## src/capcom_pkg.sv

```systemverilog
// Purpose: shared constants for the capture/compare mode and hall sync block
// Assumes: 32-bit classic wishbone register port, word aligned registers
// Notes:   all offsets are byte addresses
package capcom_pkg;

  // ==========================================================
  // register offsets
  localparam logic [7:0] MODE_LOW_OFS   = 8'h00;
  localparam logic [7:0] MODE_HIGH_OFS  = 8'h04;
  localparam logic [7:0] SOFT_CTRL_OFS  = 8'h08;
  localparam logic [7:0] STATUS_OFS     = 8'h0C;
  localparam logic [7:0] MAIN_CAP0_OFS  = 8'h10;
  localparam logic [7:0] SHADOW_CAP0_OFS = 8'h1C;
  localparam logic [7:0] CAP_STRIDE     = 8'h04;

  // ==========================================================
  // reset values and field positions
  localparam logic [7:0] MODE_LOW_RESET  = 8'h00;
  localparam logic [7:0] MODE_HIGH_RESET = 8'h00;
  localparam int         CH1_FIELD_LSB   = 4;
  localparam int         HSYNC_LSB       = 4;
  localparam int         HSYNC_MSB       = 6;
  localparam int         BYPASS_BIT      = 7;
  localparam int         SOFT_TRIG_BIT   = 0;
  localparam int         STATE_LSB       = 8;
  localparam logic [5:0] DTC_SAMPLE_VAL  = 6'h01;

  // ==========================================================
  // channel modes
  typedef enum logic [3:0] {
    MODE_OFF       = 4'h0,
    MODE_CMP_PIN   = 4'h1,
    MODE_CMP_COMP  = 4'h2,
    MODE_CMP_BOTH  = 4'h3,
    MODE_DBL_SPLIT = 4'h4,
    MODE_DBL_RISE  = 4'h5,
    MODE_DBL_FALL  = 4'h6,
    MODE_DBL_ANY   = 4'h7,
    MODE_HALL      = 4'h8,
    MODE_HYST      = 4'h9,
    MODE_MI_RF     = 4'hA,
    MODE_MI_FR     = 4'hB,
    MODE_MI_RR     = 4'hC,
    MODE_MI_FF     = 4'hD,
    MODE_MI_AA     = 4'hE,
    MODE_RESERVED  = 4'hF
  } chan_mode_type;

  // hall sampling sources
  typedef enum logic [2:0] {
    HS_POS_EDGE   = 3'h0,
    HS_AUX_CMP    = 3'h1,
    HS_AUX_PER    = 3'h2,
    HS_OFF        = 3'h3,
    HS_MAIN_PER   = 3'h4,
    HS_MAIN_ONE   = 3'h5,
    HS_CH0_UP     = 3'h6,
    HS_CH0_DOWN   = 3'h7
  } hall_src_type;

endpackage

```

## src/edge_bus_if.sv

```systemverilog
// Purpose: carries synchronised levels and edge pulses between modules
// Assumes: single clock domain
// Notes:   rise and fall are one-cycle pulses
`timescale 1ns/1ns
`default_nettype none
interface edge_bus_if #(parameter int W = 6);
  logic [W-1:0] lvl;
  logic [W-1:0] rise;
  logic [W-1:0] fall;
  modport src (output lvl, output rise, output fall);
  modport dst (input lvl, input rise, input fall);
endinterface
`default_nettype wire

```

## src/edge_sync.sv

```systemverilog
// Purpose: two-stage synchroniser plus edge detector for input pins
// Assumes: one clock, synchronous active high reset
// Notes:   first stage feeds only the second stage
`timescale 1ns/1ns
`default_nettype none
module edge_sync #(
  parameter int W = 6
) (
  // clock and reset
  input  wire logic         clk_i,
  input  wire logic         rst_i,
  // raw pins
  input  wire logic [W-1:0] pin_i,
  // edges out
  edge_bus_if.src           edges
);

  logic [W-1:0] meta_r;
  logic [W-1:0] sync_r;
  logic [W-1:0] prev_r;

  // ==========================================================
  // synchroniser and history
  always_ff @(posedge clk_i) begin
    if (rst_i) begin
      meta_r <= '0;
      sync_r <= '0;
      prev_r <= '0;
    end else begin
      meta_r <= pin_i;
      sync_r <= meta_r;
      prev_r <= sync_r;
    end
  end

  // ==========================================================
  // edge pulses
  assign edges.lvl  = sync_r;
  assign edges.rise = sync_r & ~prev_r;
  assign edges.fall = ~sync_r & prev_r;

endmodule
`default_nettype wire

```

## src/timer_channel_mode_and_hall_sync.sv

```systemverilog
// Purpose: mode selection, capture and hall sampling for three timer channels
// Assumes: classic wishbone slave, timer counter and dead-time counter outside
// Notes:   registers answer one cycle after a request
`timescale 1ns/1ns
`default_nettype none
// What this block does
// - mode 0000: no compare drive on either pin, no capture
// - modes 0001/0010/0011 route compare to pin, complementary pin, or both
// - hall edge detection only when all three modes are 1000
// - mode 0100: rising edge captures main, falling edge captures shadow
// - modes 0101-0111: shadow to main, timer to shadow, on rise/fall/any
// - hall mode: channel 0 captures, channels 1 and 2 drive no pins and capture nothing
// - hall mode: valid hall event captures timer in channel 0, then resets timer
// - hall mode: hall edge starts dead-time counter, sample at value 000001
// - mode 1001: position fall clears state bit; compare event sets it if high
// - modes 1010/1011: pin rise/fall to main, opposite position edge to shadow
// - modes 1100-1110: pin edge to main, position edge to shadow
// - mode 1111 reserved: no capture, no compare
// - sampling source 000 pos edge, 001 aux cmp, 010 aux period, 011 off
// - source 100 period up, 101 one down, 110/111 channel 0 match up/down
// - soft hall trigger always samples and compares
// - bypass bit 0 delays sampling through dead-time counter 0
// - capture modes: every capture pin edge sets its status flag
// - multi-input: selected position event sets state bit; software clears
// - channels 0/1 modes in bits 3:0 and 7:4 of low register
// - capture pin rise sets rise flag, fall sets fall flag
module timer_channel_mode_and_hall_sync
  import capcom_pkg::*;
#(
  parameter int TW = 16
) (
  // clock and reset
  input  wire logic          clk_i,
  input  wire logic          rst_i,
  // wishbone slave
  input  wire logic          wb_cyc_i,
  input  wire logic          wb_stb_i,
  input  wire logic          wb_we_i,
  input  wire logic [7:0]    wb_adr_i,
  input  wire logic [31:0]   wb_dat_i,
  input  wire logic [3:0]    wb_sel_i,
  output logic      [31:0]   wb_dat_o,
  output logic               wb_ack_o,
  // pins
  input  wire logic [2:0]    channel_pin_i,
  input  wire logic [2:0]    position_input_i,
  output logic      [2:0]    channel_pin_o,
  output logic      [2:0]    channel_pin_oe_n_o,
  output logic      [2:0]    complementary_pin_o,
  output logic      [2:0]    complementary_pin_oe_n_o,
  // main and aux timers
  input  wire logic [TW-1:0] main_timer_value_i,
  input  wire logic          main_timer_count_down_i,
  input  wire logic          main_period_match_i,
  input  wire logic          main_one_match_i,
  input  wire logic          ch0_compare_match_i,
  input  wire logic          aux_compare_match_i,
  input  wire logic          aux_period_match_i,
  input  wire logic [2:0]    compare_out_i,
  input  wire logic [2:0]    compare_event_i,
  output logic               main_timer_reset_o,
  // dead-time counter zero
  input  wire logic [5:0]    deadtime_counter_zero_i,
  output logic               deadtime_start_o,
  // hall pattern logic
  input  wire logic          hall_valid_event_i,
  output logic               hall_edge_en_o,
  output logic               hall_sample_o,
  output logic      [2:0]    hall_pattern_o,
  output logic      [2:0]    channel_state_bit_o
);

  // ==========================================================
  // declarations
  edge_bus_if #(.W(6)) edges ();

  logic [7:0]    mode_low_r;
  logic [7:0]    mode_high_r;
  logic [5:0]    irq_status_r;
  logic [2:0]    state_r;
  logic [TW-1:0] main_cap_r [3];
  logic [TW-1:0] shadow_cap_r [3];
  logic [3:0]    mode [3];
  logic [2:0]    cp_rise;
  logic [2:0]    cp_fall;
  logic [2:0]    pos_rise;
  logic [2:0]    pos_fall;
  logic [2:0]    pos_lvl;
  logic          hall_mode;
  logic          hw_trig;
  logic          dtc_start;
  logic          dtc_wait_r;
  logic          sample_nxt;
  logic          soft_trig;
  logic          wr_go;
  logic          rd_go;
  logic [2:0]    pos_sel;
  logic          timer_reset_r;
  logic          hall_sample_r;
  logic [2:0]    hall_pattern_r;
  logic [31:0]   rd_data;

  // ==========================================================
  // decode helpers
  function automatic logic is_capture(input logic [3:0] m);
    is_capture = (m inside {MODE_DBL_SPLIT, MODE_DBL_RISE, MODE_DBL_FALL, MODE_DBL_ANY})
              || (m inside {MODE_MI_RF, MODE_MI_FR, MODE_MI_RR, MODE_MI_FF, MODE_MI_AA});
  endfunction

  function automatic logic drives_pin(input logic [3:0] m);
    drives_pin = m inside {MODE_CMP_PIN, MODE_CMP_BOTH, MODE_HYST};
  endfunction

  function automatic logic drives_comp(input logic [3:0] m);
    drives_comp = m inside {MODE_CMP_COMP, MODE_CMP_BOTH, MODE_HYST};
  endfunction

  // ==========================================================
  // input synchronisers
  edge_sync #(.W(6)) u_edges (
    .clk_i (clk_i),
    .rst_i (rst_i),
    .pin_i ({position_input_i, channel_pin_i}),
    .edges (edges)
  );

  assign cp_rise  = edges.rise[2:0];
  assign cp_fall  = edges.fall[2:0];
  assign pos_rise = edges.rise[5:3];
  assign pos_fall = edges.fall[5:3];
  assign pos_lvl  = edges.lvl[5:3];

  assign mode[0] = mode_low_r[3:0];
  assign mode[1] = mode_low_r[CH1_FIELD_LSB +: 4];
  assign mode[2] = mode_high_r[3:0];

  // ==========================================================
  // wishbone slave
  assign wr_go = wb_cyc_i && wb_stb_i && wb_we_i && wb_ack_o;
  assign rd_go = wb_cyc_i && wb_stb_i && !wb_ack_o;
  assign soft_trig = wr_go && (wb_adr_i == SOFT_CTRL_OFS) && wb_sel_i[0]
                     && wb_dat_i[SOFT_TRIG_BIT];

  always_ff @(posedge clk_i) begin
    if (rst_i) begin
      wb_ack_o <= 1'b0;
    end else begin
      wb_ack_o <= wb_cyc_i && wb_stb_i && !wb_ack_o;
    end
  end

  always_comb begin
    rd_data = 32'h0000_0000;
    unique case (wb_adr_i)
      MODE_LOW_OFS:  rd_data[7:0] = mode_low_r;
      MODE_HIGH_OFS: rd_data[7:0] = mode_high_r;
      STATUS_OFS:    rd_data = {21'h000000, state_r, 2'h0, irq_status_r};
      default: begin
        for (int i = 0; i < 3; i++) begin
          if (wb_adr_i == MAIN_CAP0_OFS + 8'(i) * CAP_STRIDE) begin
            rd_data[TW-1:0] = main_cap_r[i];
          end
          if (wb_adr_i == SHADOW_CAP0_OFS + 8'(i) * CAP_STRIDE) begin
            rd_data[TW-1:0] = shadow_cap_r[i];
          end
        end
      end
    endcase
  end

  always_ff @(posedge clk_i) begin
    if (rst_i) begin
      wb_dat_o <= 32'h0000_0000;
    end else if (rd_go) begin
      wb_dat_o <= rd_data;
    end
  end

  always_ff @(posedge clk_i) begin
    if (rst_i) begin
      mode_low_r  <= MODE_LOW_RESET;
      mode_high_r <= MODE_HIGH_RESET;
    end else if (wr_go && wb_sel_i[0]) begin
      if (wb_adr_i == MODE_LOW_OFS) begin
        mode_low_r <= wb_dat_i[7:0];
      end
      if (wb_adr_i == MODE_HIGH_OFS) begin
        mode_high_r <= wb_dat_i[7:0];
      end
    end
  end

  // ==========================================================
  // status flags and state bits
  logic [5:0] flag_set;
  logic [5:0] flag_clr;
  logic [2:0] state_set;
  logic [2:0] state_clr;

  always_comb begin
    flag_set  = 6'h00;
    state_set = 3'h0;
    state_clr = 3'h0;
    pos_sel   = 3'h0;
    for (int n = 0; n < 3; n++) begin
      if (is_capture(mode[n])) begin
        flag_set[2*n]   = cp_rise[n];
        flag_set[2*n+1] = cp_fall[n];
      end
      unique case (mode[n])
        MODE_MI_RF: pos_sel[n] = pos_fall[n];
        MODE_MI_FR: pos_sel[n] = pos_rise[n];
        MODE_MI_RR: pos_sel[n] = pos_rise[n];
        MODE_MI_FF: pos_sel[n] = pos_fall[n];
        MODE_MI_AA: pos_sel[n] = pos_rise[n] | pos_fall[n];
        default:    pos_sel[n] = 1'b0;
      endcase
      state_set[n] = pos_sel[n];
      if (mode[n] == MODE_HYST) begin
        state_clr[n] = pos_fall[n];
        state_set[n] = compare_event_i[n] && pos_lvl[n];
      end
    end
  end

  assign flag_clr = (wr_go && (wb_adr_i == STATUS_OFS) && wb_sel_i[0]) ? wb_dat_i[5:0] : 6'h00;

  always_ff @(posedge clk_i) begin
    if (rst_i) begin
      irq_status_r <= 6'h00;
    end else begin
      irq_status_r <= (irq_status_r & ~flag_clr) | flag_set;
    end
  end

  always_ff @(posedge clk_i) begin
    if (rst_i) begin
      state_r <= 3'h0;
    end else begin
      state_r <= (state_r & ~state_clr & ~((wr_go && (wb_adr_i == STATUS_OFS) && wb_sel_i[1])
                 ? wb_dat_i[STATE_LSB +: 3] : 3'h0)) | state_set;
    end
  end

  assign channel_state_bit_o = state_r;

  // ==========================================================
  // capture registers
  for (genvar n = 0; n < 3; n++) begin : g_cap
    always_ff @(posedge clk_i) begin
      if (rst_i) begin
        main_cap_r[n]   <= '0;
        shadow_cap_r[n] <= '0;
      end else begin
        unique case (mode[n])
          MODE_DBL_SPLIT: begin
            if (cp_rise[n]) main_cap_r[n] <= main_timer_value_i;
            if (cp_fall[n]) shadow_cap_r[n] <= main_timer_value_i;
          end
          MODE_DBL_RISE, MODE_DBL_FALL, MODE_DBL_ANY: begin
            if ((mode[n] == MODE_DBL_RISE && cp_rise[n])
                || (mode[n] == MODE_DBL_FALL && cp_fall[n])
                || (mode[n] == MODE_DBL_ANY && (cp_rise[n] || cp_fall[n]))) begin
              main_cap_r[n]   <= shadow_cap_r[n];
              shadow_cap_r[n] <= main_timer_value_i;
            end
          end
          MODE_HALL: begin
            if (n == 0 && hall_mode && hall_valid_event_i) begin
              main_cap_r[n] <= main_timer_value_i;
            end
          end
          MODE_MI_RF, MODE_MI_RR: begin
            if (cp_rise[n]) main_cap_r[n] <= main_timer_value_i;
            if (pos_sel[n]) shadow_cap_r[n] <= main_timer_value_i;
          end
          MODE_MI_FR, MODE_MI_FF: begin
            if (cp_fall[n]) main_cap_r[n] <= main_timer_value_i;
            if (pos_sel[n]) shadow_cap_r[n] <= main_timer_value_i;
          end
          MODE_MI_AA: begin
            if (cp_rise[n] || cp_fall[n]) main_cap_r[n] <= main_timer_value_i;
            if (pos_sel[n]) shadow_cap_r[n] <= main_timer_value_i;
          end
          default: begin
          end
        endcase
      end
    end

    // compare output routing
    always_ff @(posedge clk_i) begin
      if (rst_i) begin
        channel_pin_o[n]            <= 1'b0;
        complementary_pin_o[n]      <= 1'b0;
        channel_pin_oe_n_o[n]       <= 1'b1;
        complementary_pin_oe_n_o[n] <= 1'b1;
      end else begin
        channel_pin_oe_n_o[n]       <= !drives_pin(mode[n]);
        complementary_pin_oe_n_o[n] <= !drives_comp(mode[n]);
        channel_pin_o[n]       <= drives_pin(mode[n]) && compare_out_i[n]
                                  && (mode[n] != MODE_HYST || state_r[n]);
        complementary_pin_o[n] <= drives_comp(mode[n]) && !compare_out_i[n]
                                  && (mode[n] != MODE_HYST || state_r[n]);
      end
    end
  end

  // ==========================================================
  // hall sampling trigger
  assign hall_mode = (mode[0] == MODE_HALL) && (mode[1] == MODE_HALL)
                     && (mode[2] == MODE_HALL);
  assign hall_edge_en_o = hall_mode;

  always_comb begin
    unique case (hall_src_type'(mode_high_r[HSYNC_MSB:HSYNC_LSB]))
      HS_POS_EDGE: hw_trig = |(pos_rise | pos_fall);
      HS_AUX_CMP:  hw_trig = aux_compare_match_i;
      HS_AUX_PER:  hw_trig = aux_period_match_i;
      HS_OFF:      hw_trig = 1'b0;
      HS_MAIN_PER: hw_trig = main_period_match_i && !main_timer_count_down_i;
      HS_MAIN_ONE: hw_trig = main_one_match_i && main_timer_count_down_i;
      HS_CH0_UP:   hw_trig = ch0_compare_match_i && !main_timer_count_down_i;
      HS_CH0_DOWN: hw_trig = ch0_compare_match_i && main_timer_count_down_i;
    endcase
  end

  // delayed path starts the dead-time counter, position edges do in hall mode
  assign dtc_start = (hw_trig && !mode_high_r[BYPASS_BIT])
                     || (hall_mode && |(pos_rise | pos_fall));
  assign deadtime_start_o = dtc_start;

  assign sample_nxt = soft_trig
                      || (hw_trig && mode_high_r[BYPASS_BIT])
                      || (dtc_wait_r && !dtc_start
                          && deadtime_counter_zero_i == DTC_SAMPLE_VAL);

  always_ff @(posedge clk_i) begin
    if (rst_i) begin
      dtc_wait_r <= 1'b0;
    end else if (dtc_start) begin
      dtc_wait_r <= 1'b1;
    end else if (deadtime_counter_zero_i == DTC_SAMPLE_VAL) begin
      dtc_wait_r <= 1'b0;
    end
  end

  always_ff @(posedge clk_i) begin
    if (rst_i) begin
      hall_sample_r  <= 1'b0;
      hall_pattern_r <= 3'h0;
    end else begin
      hall_sample_r <= sample_nxt;
      if (sample_nxt) begin
        hall_pattern_r <= pos_lvl;
      end
    end
  end

  assign hall_sample_o  = hall_sample_r;
  assign hall_pattern_o = hall_pattern_r;

  // timer reset is registered and rises on the same edge that loads the channel 0 capture
  always_ff @(posedge clk_i) begin
    if (rst_i) begin
      timer_reset_r <= 1'b0;
    end else begin
      timer_reset_r <= hall_mode && hall_valid_event_i;
    end
  end

  assign main_timer_reset_o = timer_reset_r;

endmodule
`default_nettype wire

```

## config.mk

```make
export PLATFORM = sky130hd
export DESIGN_NAME = timer_channel_mode_and_hall_sync
export DESIGN_NICKNAME = d
export VERILOG_FILES = /design/src/capcom_pkg.sv /design/src/edge_bus_if.sv /design/src/edge_sync.sv /design/src/timer_channel_mode_and_hall_sync.sv
export SDC_FILE = /design/constraint.sdc
export NUM_CORES = 1
export LEC_CHECK = 0
export ABC_AREA = 1
export BUFFER_PORTS_ARGS = -buffer_cell sky130_fd_sc_hd__buf_2
export CELL_PAD_IN_SITES_DETAIL_PLACEMENT = 0
export CELL_PAD_IN_SITES_GLOBAL_PLACEMENT = 1
export CORE_MARGIN = 2
export CORE_UTILIZATION = 38
export DETAILED_ROUTE_END_ITERATION = 8
export GPL_TIMING_DRIVEN = 0
export PLACE_DENSITY_LB_ADDON = 0.08
export SYNTH_ARGS = -nofsm -noshare
export SYNTH_HDL_FRONTEND = slang
export SYNTH_SLANG_ARGS = --single-unit
```

## constraint.sdc

```tcl
create_clock -name clk_i -period 2 [get_ports clk_i]
set_input_delay 0.2 -clock clk_i [delete_from_list [all_inputs] [get_ports clk_i]]
set_output_delay 0.2 -clock clk_i [all_outputs]
set_load 0.05 [all_outputs]
```

---- Yosys cells after proc, flatten, opt, wreduce, memory -nomap -nowiden ----
Memories as Yosys holds them, arrays and structs flattened.
Cells that the tools add are included.
Widths: inputs -> output; s select.
word-level totals
  latch bits .............................. 0
  input port bits ......................... 90
  memories kept ........................... 2
  word-level logic and storage cells ...... 406
  memory bits (read-only) ................. 0
  output and inout port bits .............. 55
  bits in registers ....................... 78
  memory bits (writable) .................. 96
memories
  name          depth  bits a word  read ports  clocked after Yosys merged registers in  write ports  RTL line                                source
  main_cap_r    3      16           3           0                                        3            timer_channel_mode_and_hall_sync.sv:81  logic [TW-1:0] main_cap_r [3];
  shadow_cap_r  3      16           3           0                                        3            timer_channel_mode_and_hall_sync.sv:82  logic [TW-1:0] shadow_cap_r [3];
cells by class
  multiply operators ...................... 0
  equality and inequality tests ........... 62
  reductions and logical operators ........ 112
  multiplexer cells ....................... 158
  bitwise gates (word level) .............. 47
  add/sub/neg operators ................... 0
  $lt $le $gt $ge ......................... 0
  shifts and indexed selects .............. 0
  div/mod/pow operators ................... 0
operators with widths
  cell                count
  $mux 16             37
  $mux 1              110
  $eq 4x4->1 const B  21
  $eq 4x3->1 const B  12
  $logic_and 1x1->1   47
  $or 1x1->1          34
  $eq 8x5->1 const B  4
  $reduce_or 2->1     13
  $eq 4x2->1 const B  6
  $pmux 8 s3          1
  $and 6x6->6         3
  $logic_or 1x1->1    18
  $not 6->6           3
  $reduce_bool 3->1   6
  $eq 8x4->1 const B  2
  $eq 8x6->1 const B  2
  $pmux 8 s2          1
  $reduce_bool 5->1   3
  $logic_not 1->1     13
  $eq 3x3->1 const B  4
  $eq 4x1->1 const B  3
  $ne 4x4->1 const B  3
  $reduce_bool 4->1   3
  $reduce_or 3->1     4
  17 further kinds    26

---- Longest topological paths before layout ----
  depth in word-level cells ............... 14
  gate-level depth with buffers ........... 12

---- Modules after synthesis ----
A second synthesis with hierarchy kept.
second synthesis, totals
  cell total of the unflattened synthesis .. 1113
  area, all modules ....................... 8658.3 µm²
modules (own cells, without submodules)
  module                            cells an instance  sequential area each (µm²)  instances  area an instance (µm²)
  timer_channel_mode_and_hall_sync  1039               4083.9                      1          8069.0
  edge_sync                         74                 360.3                       1          589.3

---- Worst setup path before layout ----
Ideal clock, no wire load.
  path kind ............................... flip-flop to flip-flop
  start ................................... register mode_low_r[0]
  end ..................................... memory main_cap_r[0][0], enable pin
  library setup time ...................... 416 ps
  arrival time ............................ 1724 ps
  stages on the path, launching flop included .. 9
  path slack .............................. -140 ps
  cells stage by stage .................... dfxtp_1 > buf_2 > nor2_1 > nand2_1 > nor3_2 > nand3_1 > clkinv_1 > nand2_2 > nand3_1
RTL lines
  item                      RTL line                                 source
  start: declaration        timer_channel_mode_and_hall_sync.sv:77   logic [7:0] mode_low_r;
  start signal: assignment  timer_channel_mode_and_hall_sync.sv:185  mode_low_r <= wb_dat_i[7:0];
  end: declaration          timer_channel_mode_and_hall_sync.sv:81

---- Worst setup path in the final report ----
  start ................................... register u_edges.sync_r[5], in the netlist u_edges.edges.lvl[5]
  end ..................................... output port deadtime_start_o
on the way
  word-level cells in the longest chain between the ends .. 7
  elaborated cells between the ends (all ways) .. 9
  those cells by class .................... mux: 1; bitwise: 4; reduce/logical: 4
RTL lines
  item                      RTL line                                                                          source
  start: declaration        edge_sync.sv:19                                                                   logic [W-1:0] sync_r;
  start signal: assignment  edge_sync.sv:31                                                                   sync_r <= meta_r;
  $not 6->6                 edge_sync.sv:40                                                                   assign edges.fall = ~sync_r & prev_r;
  $and 6x6->6               edge_sync.sv:40
  $or 3x3->3 (*)            timer_channel_mode_and_hall_sync.sv:317, timer_channel_mode_and_hall_sync.sv:330
  $reduce_or 3->1 (*)       timer_channel_mode_and_hall_sync.sv:317, timer_channel_mode_and_hall_sync.sv:330
  $pmux 1 s8                timer_channel_mode_and_hall_sync.sv:316                                           unique case (hall_src_type'(mode_high_r[HSYNC_MSB:HSYNC_LSB]))
  $logic_and 1x1->1         timer_channel_mode_and_hall_sync.sv:329                                           assign dtc_start = (hw_trig && !mode_high_r[BYPASS_BIT])
  $logic_or 1x1->1 (*)      timer_channel_mode_and_hall_sync.sv:330                                           || (hall_mode && |(pos_rise | pos_fall));
  end: declaration          timer_channel_mode_and_hall_sync.sv:64                                            output logic deadtime_start_o,
Mark *: on every way between the ends. The rest lies on a longest branch, timed or not.

==> results_dict.tcl <==
set metrics [dict create \
    setup_viol_count_final 1 \
    postRouteWirelength_mm 27.0 \
    port-buffer-count 104 \
    fillers 2275 \
    die_w_um 156 \
    yosys.area.top_type_share_pct 32.9 \
    static_leakage_nw 5.00 \
    vdd.ir_drop.worst_uv 489 \
    relative_slew_margins_pct 43.1 \
    netSwitchingPower_mw 2.05 \
    vias 7699 \
    fin_hold_ws_ns 0.0327 \
    worst_slack_ns -0.0395 \
    rsz0062_at_grt "true" \
    endpoint_kind "primary output" \
    share_of_synthesized_registers_carrying_an_async_set_or_reset_pct 0 \
    cts-buffers-inserted 17 \
    syn_area_per_cell_um2 7.91 \
    grt_max_degree 17 \
    synth_warnings 0 \
    drtPass1Iterations 7 \
    critPathRequiredTime_ns 1.80 \
    sequential_to_total_area_share_from_yosys_stat_pct 50.6 \
    met3_track_utilization_from_global_routing_pct 3.75 \
    fin_skew_ns 0.0144 \
    synth_edf_count 96 \
    routedWlPerCell_um 17.1 \
    critPathKind "reg2out" \
    violations "setup timing" \
    maxClockFrequency_mhz 490 \
    finalInstanceArea_um2 10900 \
    timing.critical_path.arrival_ns 1.84 \
    grt_first_pass_wirelength_mm 41.4 \
    final_layout_size_suffix_gt1_share_pct 21.8 \
    final_cycle_share_pct 102 \
    max-cap-violations 0 \
    gr-usage-all-layers_pct 22.5 \
    die-area_um2 24300 \
    cts_root_buffer "clkbuf_16" \
    yosys-top-cells-area "edfxtp_1, dfxtp_1, nand2_1, nor2_1, inv_1" \
    cp-start-kind "register" \
    p_sw_share_pct 25.7 \
    comb_power_share_pct 8.1 \
    powerDensity_nw_per_um2 729 \
    cts_max_path_bufs 2 \
    final.min_clock_period_ns 2.04 \
    use_met2_pct 33.2 \
    synth_area_leader_cell "edfxtp_1" \
    fp-row-count 55 \
    syn-cell-area_um2 8770 \
    finalWeightedCongestion 0.908 \
    numClockSinks 174 \
    clkPwrFrac_pct 42.9 \
    dp_worst_setup_slack_ns -0.686 \
    vias_per_cell 4.89 \
    timing_hold_violations_final 0 \
    synth.ff_latch_count 174 \
    postLayoutCoreUtil_pct 48.2 \
    fp.dieH_um 156 \
    starting_density_of_the_core_pct 38.8 \
    final_max_slew_viol_count 0 \
    drt.antenna.violating_nets 0 \
    crit_fanout 2 \
    tritoncts "done" \
    dpl.hpwl_mm 20.1 \
    post_synth_top_flop "edfxtp_1" \
    outcome "finished with violations" \
    netlist_instances 1110 \
    overflow 0 \
    path_clk_slew_ns 0.07 \
    via_count_of_the_first_global_routing_pass 7206 \
    worst-slew-pin-transition_ns 0.853 \
    drc_markers 0 \
    grt-busiest-layer "met1" \
    htree_num_levels 4 \
    seqPwrFrac_pct 49.0 \
    layout.nets 1379 \
    internal_power_mw 5.91 \
    leading_cell_types_in_the_layout_fill_and_taps_excluded "nand2_1, nor2_1, inv_1" \
    synthToLayoutAreaGrowth_pct 24.5 \
    ys_types 40 \
    io_pins 145 \
    insertedDiodeCount 0 \
    antenna_found_initial 0 \
    core_um2 22600 \
    worst_skew_pair.late_latency_ns 0.44 \
    report.power.total_mw 7.96 \
    class_of_the_tightest_hold_or_removal_check "in2reg" \
    gr-usage-met1_pct 34.2 \
    final_common_cell "nand2_1" \
    dpl-instance-area_um2 9720 \
    initialDrtViolationCount 608 \
]
-- power by group through the flow --
| stage | sequential [mW] | clock, mW | combinational, mW |
|---|---|---|---|
| finish | 3.90 | 3.42 | 0.644 |
| floorplan | 4.02 | 0 | 0.305 |
| CTS | 3.90 | 3.46 | 0.635 |
| detailed placement | 3.98 | 0 | 0.574 |
| global route | 3.91 | 3.60 | 0.701 |
| global placement | 3.98 | 0 | 0.574 |
-- flip-flops by register name, summed over array words and instances (netlist names), 3 cells and up --
| register | count |
|---|---|
| main_cap_r | 48 |
| shadow_cap_r | 48 |
| wb_dat_o | 16 |
| mode_high_r | 8 |
| mode_low_r | 8 |
| irq_status_r | 6 |
| u_edges.edges.lvl | 6 |
| u_edges.meta_r | 6 |
| u_edges.prev_r | 6 |
| channel_pin_o | 3 |
| channel_pin_oe_n_o | 3 |
| channel_state_bit_o | 3 |
| complementary_pin_o | 3 |
| complementary_pin_oe_n_o | 3 |
| hall_pattern_o | 3 |
-- layout make-up --
cell class | instances | area [µm²] | share of cell area, %
clock buffers | 19 | 433 | 3.96
multi-input cells | 734 | 3770 | 34.5
repair buffers | 132 | 782 | 7.16
flip-flops and latches | 174 | 4470 | 40.9
well taps | 285 | 357 | 3.26
inverters | 166 | 637 | 5.83
clock inverters | 13 | 153 | 1.40
plain buffers | 52 | 324 | 2.97
-- what timing repair did --
item                                    in CTS  in global routing
cloned                                       1                  1
pin swaps                                    9                 18
setup buffers                               10                  9
endpoints found under the hold margin        9                  0
gates resized for setup                     56                 41
hold buffers                                 9                  0
endpoints found under the setup margin     140                179
-- per-stage QoR --
step / cells / setup TNS [ns]
floorplan: 1125 / 0
global placement: 1514 / -43.95
CTS: 1565 / -0.0828
global route: 1575 / -0.138
finish: 1575 / -0.0395
detailed placement: 1514 / -43.12
-- worst max-delay path, cell delays in order (launching register included) --
cell and delay, ns:
dfxtp_4 0.38, inv_4 0.04, ha_4 0.26, inv_4 0.04
nor2_4 0.14, nand2_1 0.07, nand3_1 0.08, nand2_2 0.08
nand2_4 0.10, nand2_4 0.06, buf_8 0.15
-- Yosys cell counts (all sizes together) (2+ instances only) --
master	number
a21oi	31
inv	163
nor2	169
o211ai	3
nand2	262
nor3	21
o22ai	9
ha	12
or2	2
nand3b	2
a31oi	3
nand3	107
nand4	22
a211oi	16
dfxtp	78
clkinv	3
buf	41
clkbuf	12
nor3b	4
o21ai	43
o2111ai	8
edfxtp	96
-- path summary, 6_finish.rpt --
check	start	endpoint	slack [ns]	depth (start not counted)
setup / recovery	u_edges.edges.lvl[5]$_SDFF_PP0_	deadtime_start_o	-0.04	10
hold / removal	wb_dat_i[6]	mode_low_r[6]$_SDFFE_PP0P_	0.03	3
setup reg to reg	u_edges.edges.lvl[2]$_SDFF_PP0_	main_cap_r[2][15]$_SDFFCE_PN0P_	0.08	10
hold reg to reg	u_edges.meta_r[3]$_SDFF_PP0_	u_edges.edges.lvl[3]$_SDFF_PP0_	0.40	2
-- layer usage --
metal / routed length, µm / share of wire, % / vias up
li1: - / - / 3925
met1: 13800 / 51 / 3524
met2: 11400 / 42 / 231
met3: 1400 / 5.2 / 19
met4: 337 / 1.3 / 0
met5: 0 / 0 / -
-- kinds of logic (layout without fill, tap and decap cells) --
family	after synthesis	in the layout	synth area share, %
and+or+nand+nor	590	592	29.2
adders and majority gates	12	12	1.71
DFF	174	174	50.6
other	1	16	0.0427
AOI/OAI and AO/OA	114	114	7.69
buffers and inverters	219	382	10.7
(Power assumes the default switching activity.)
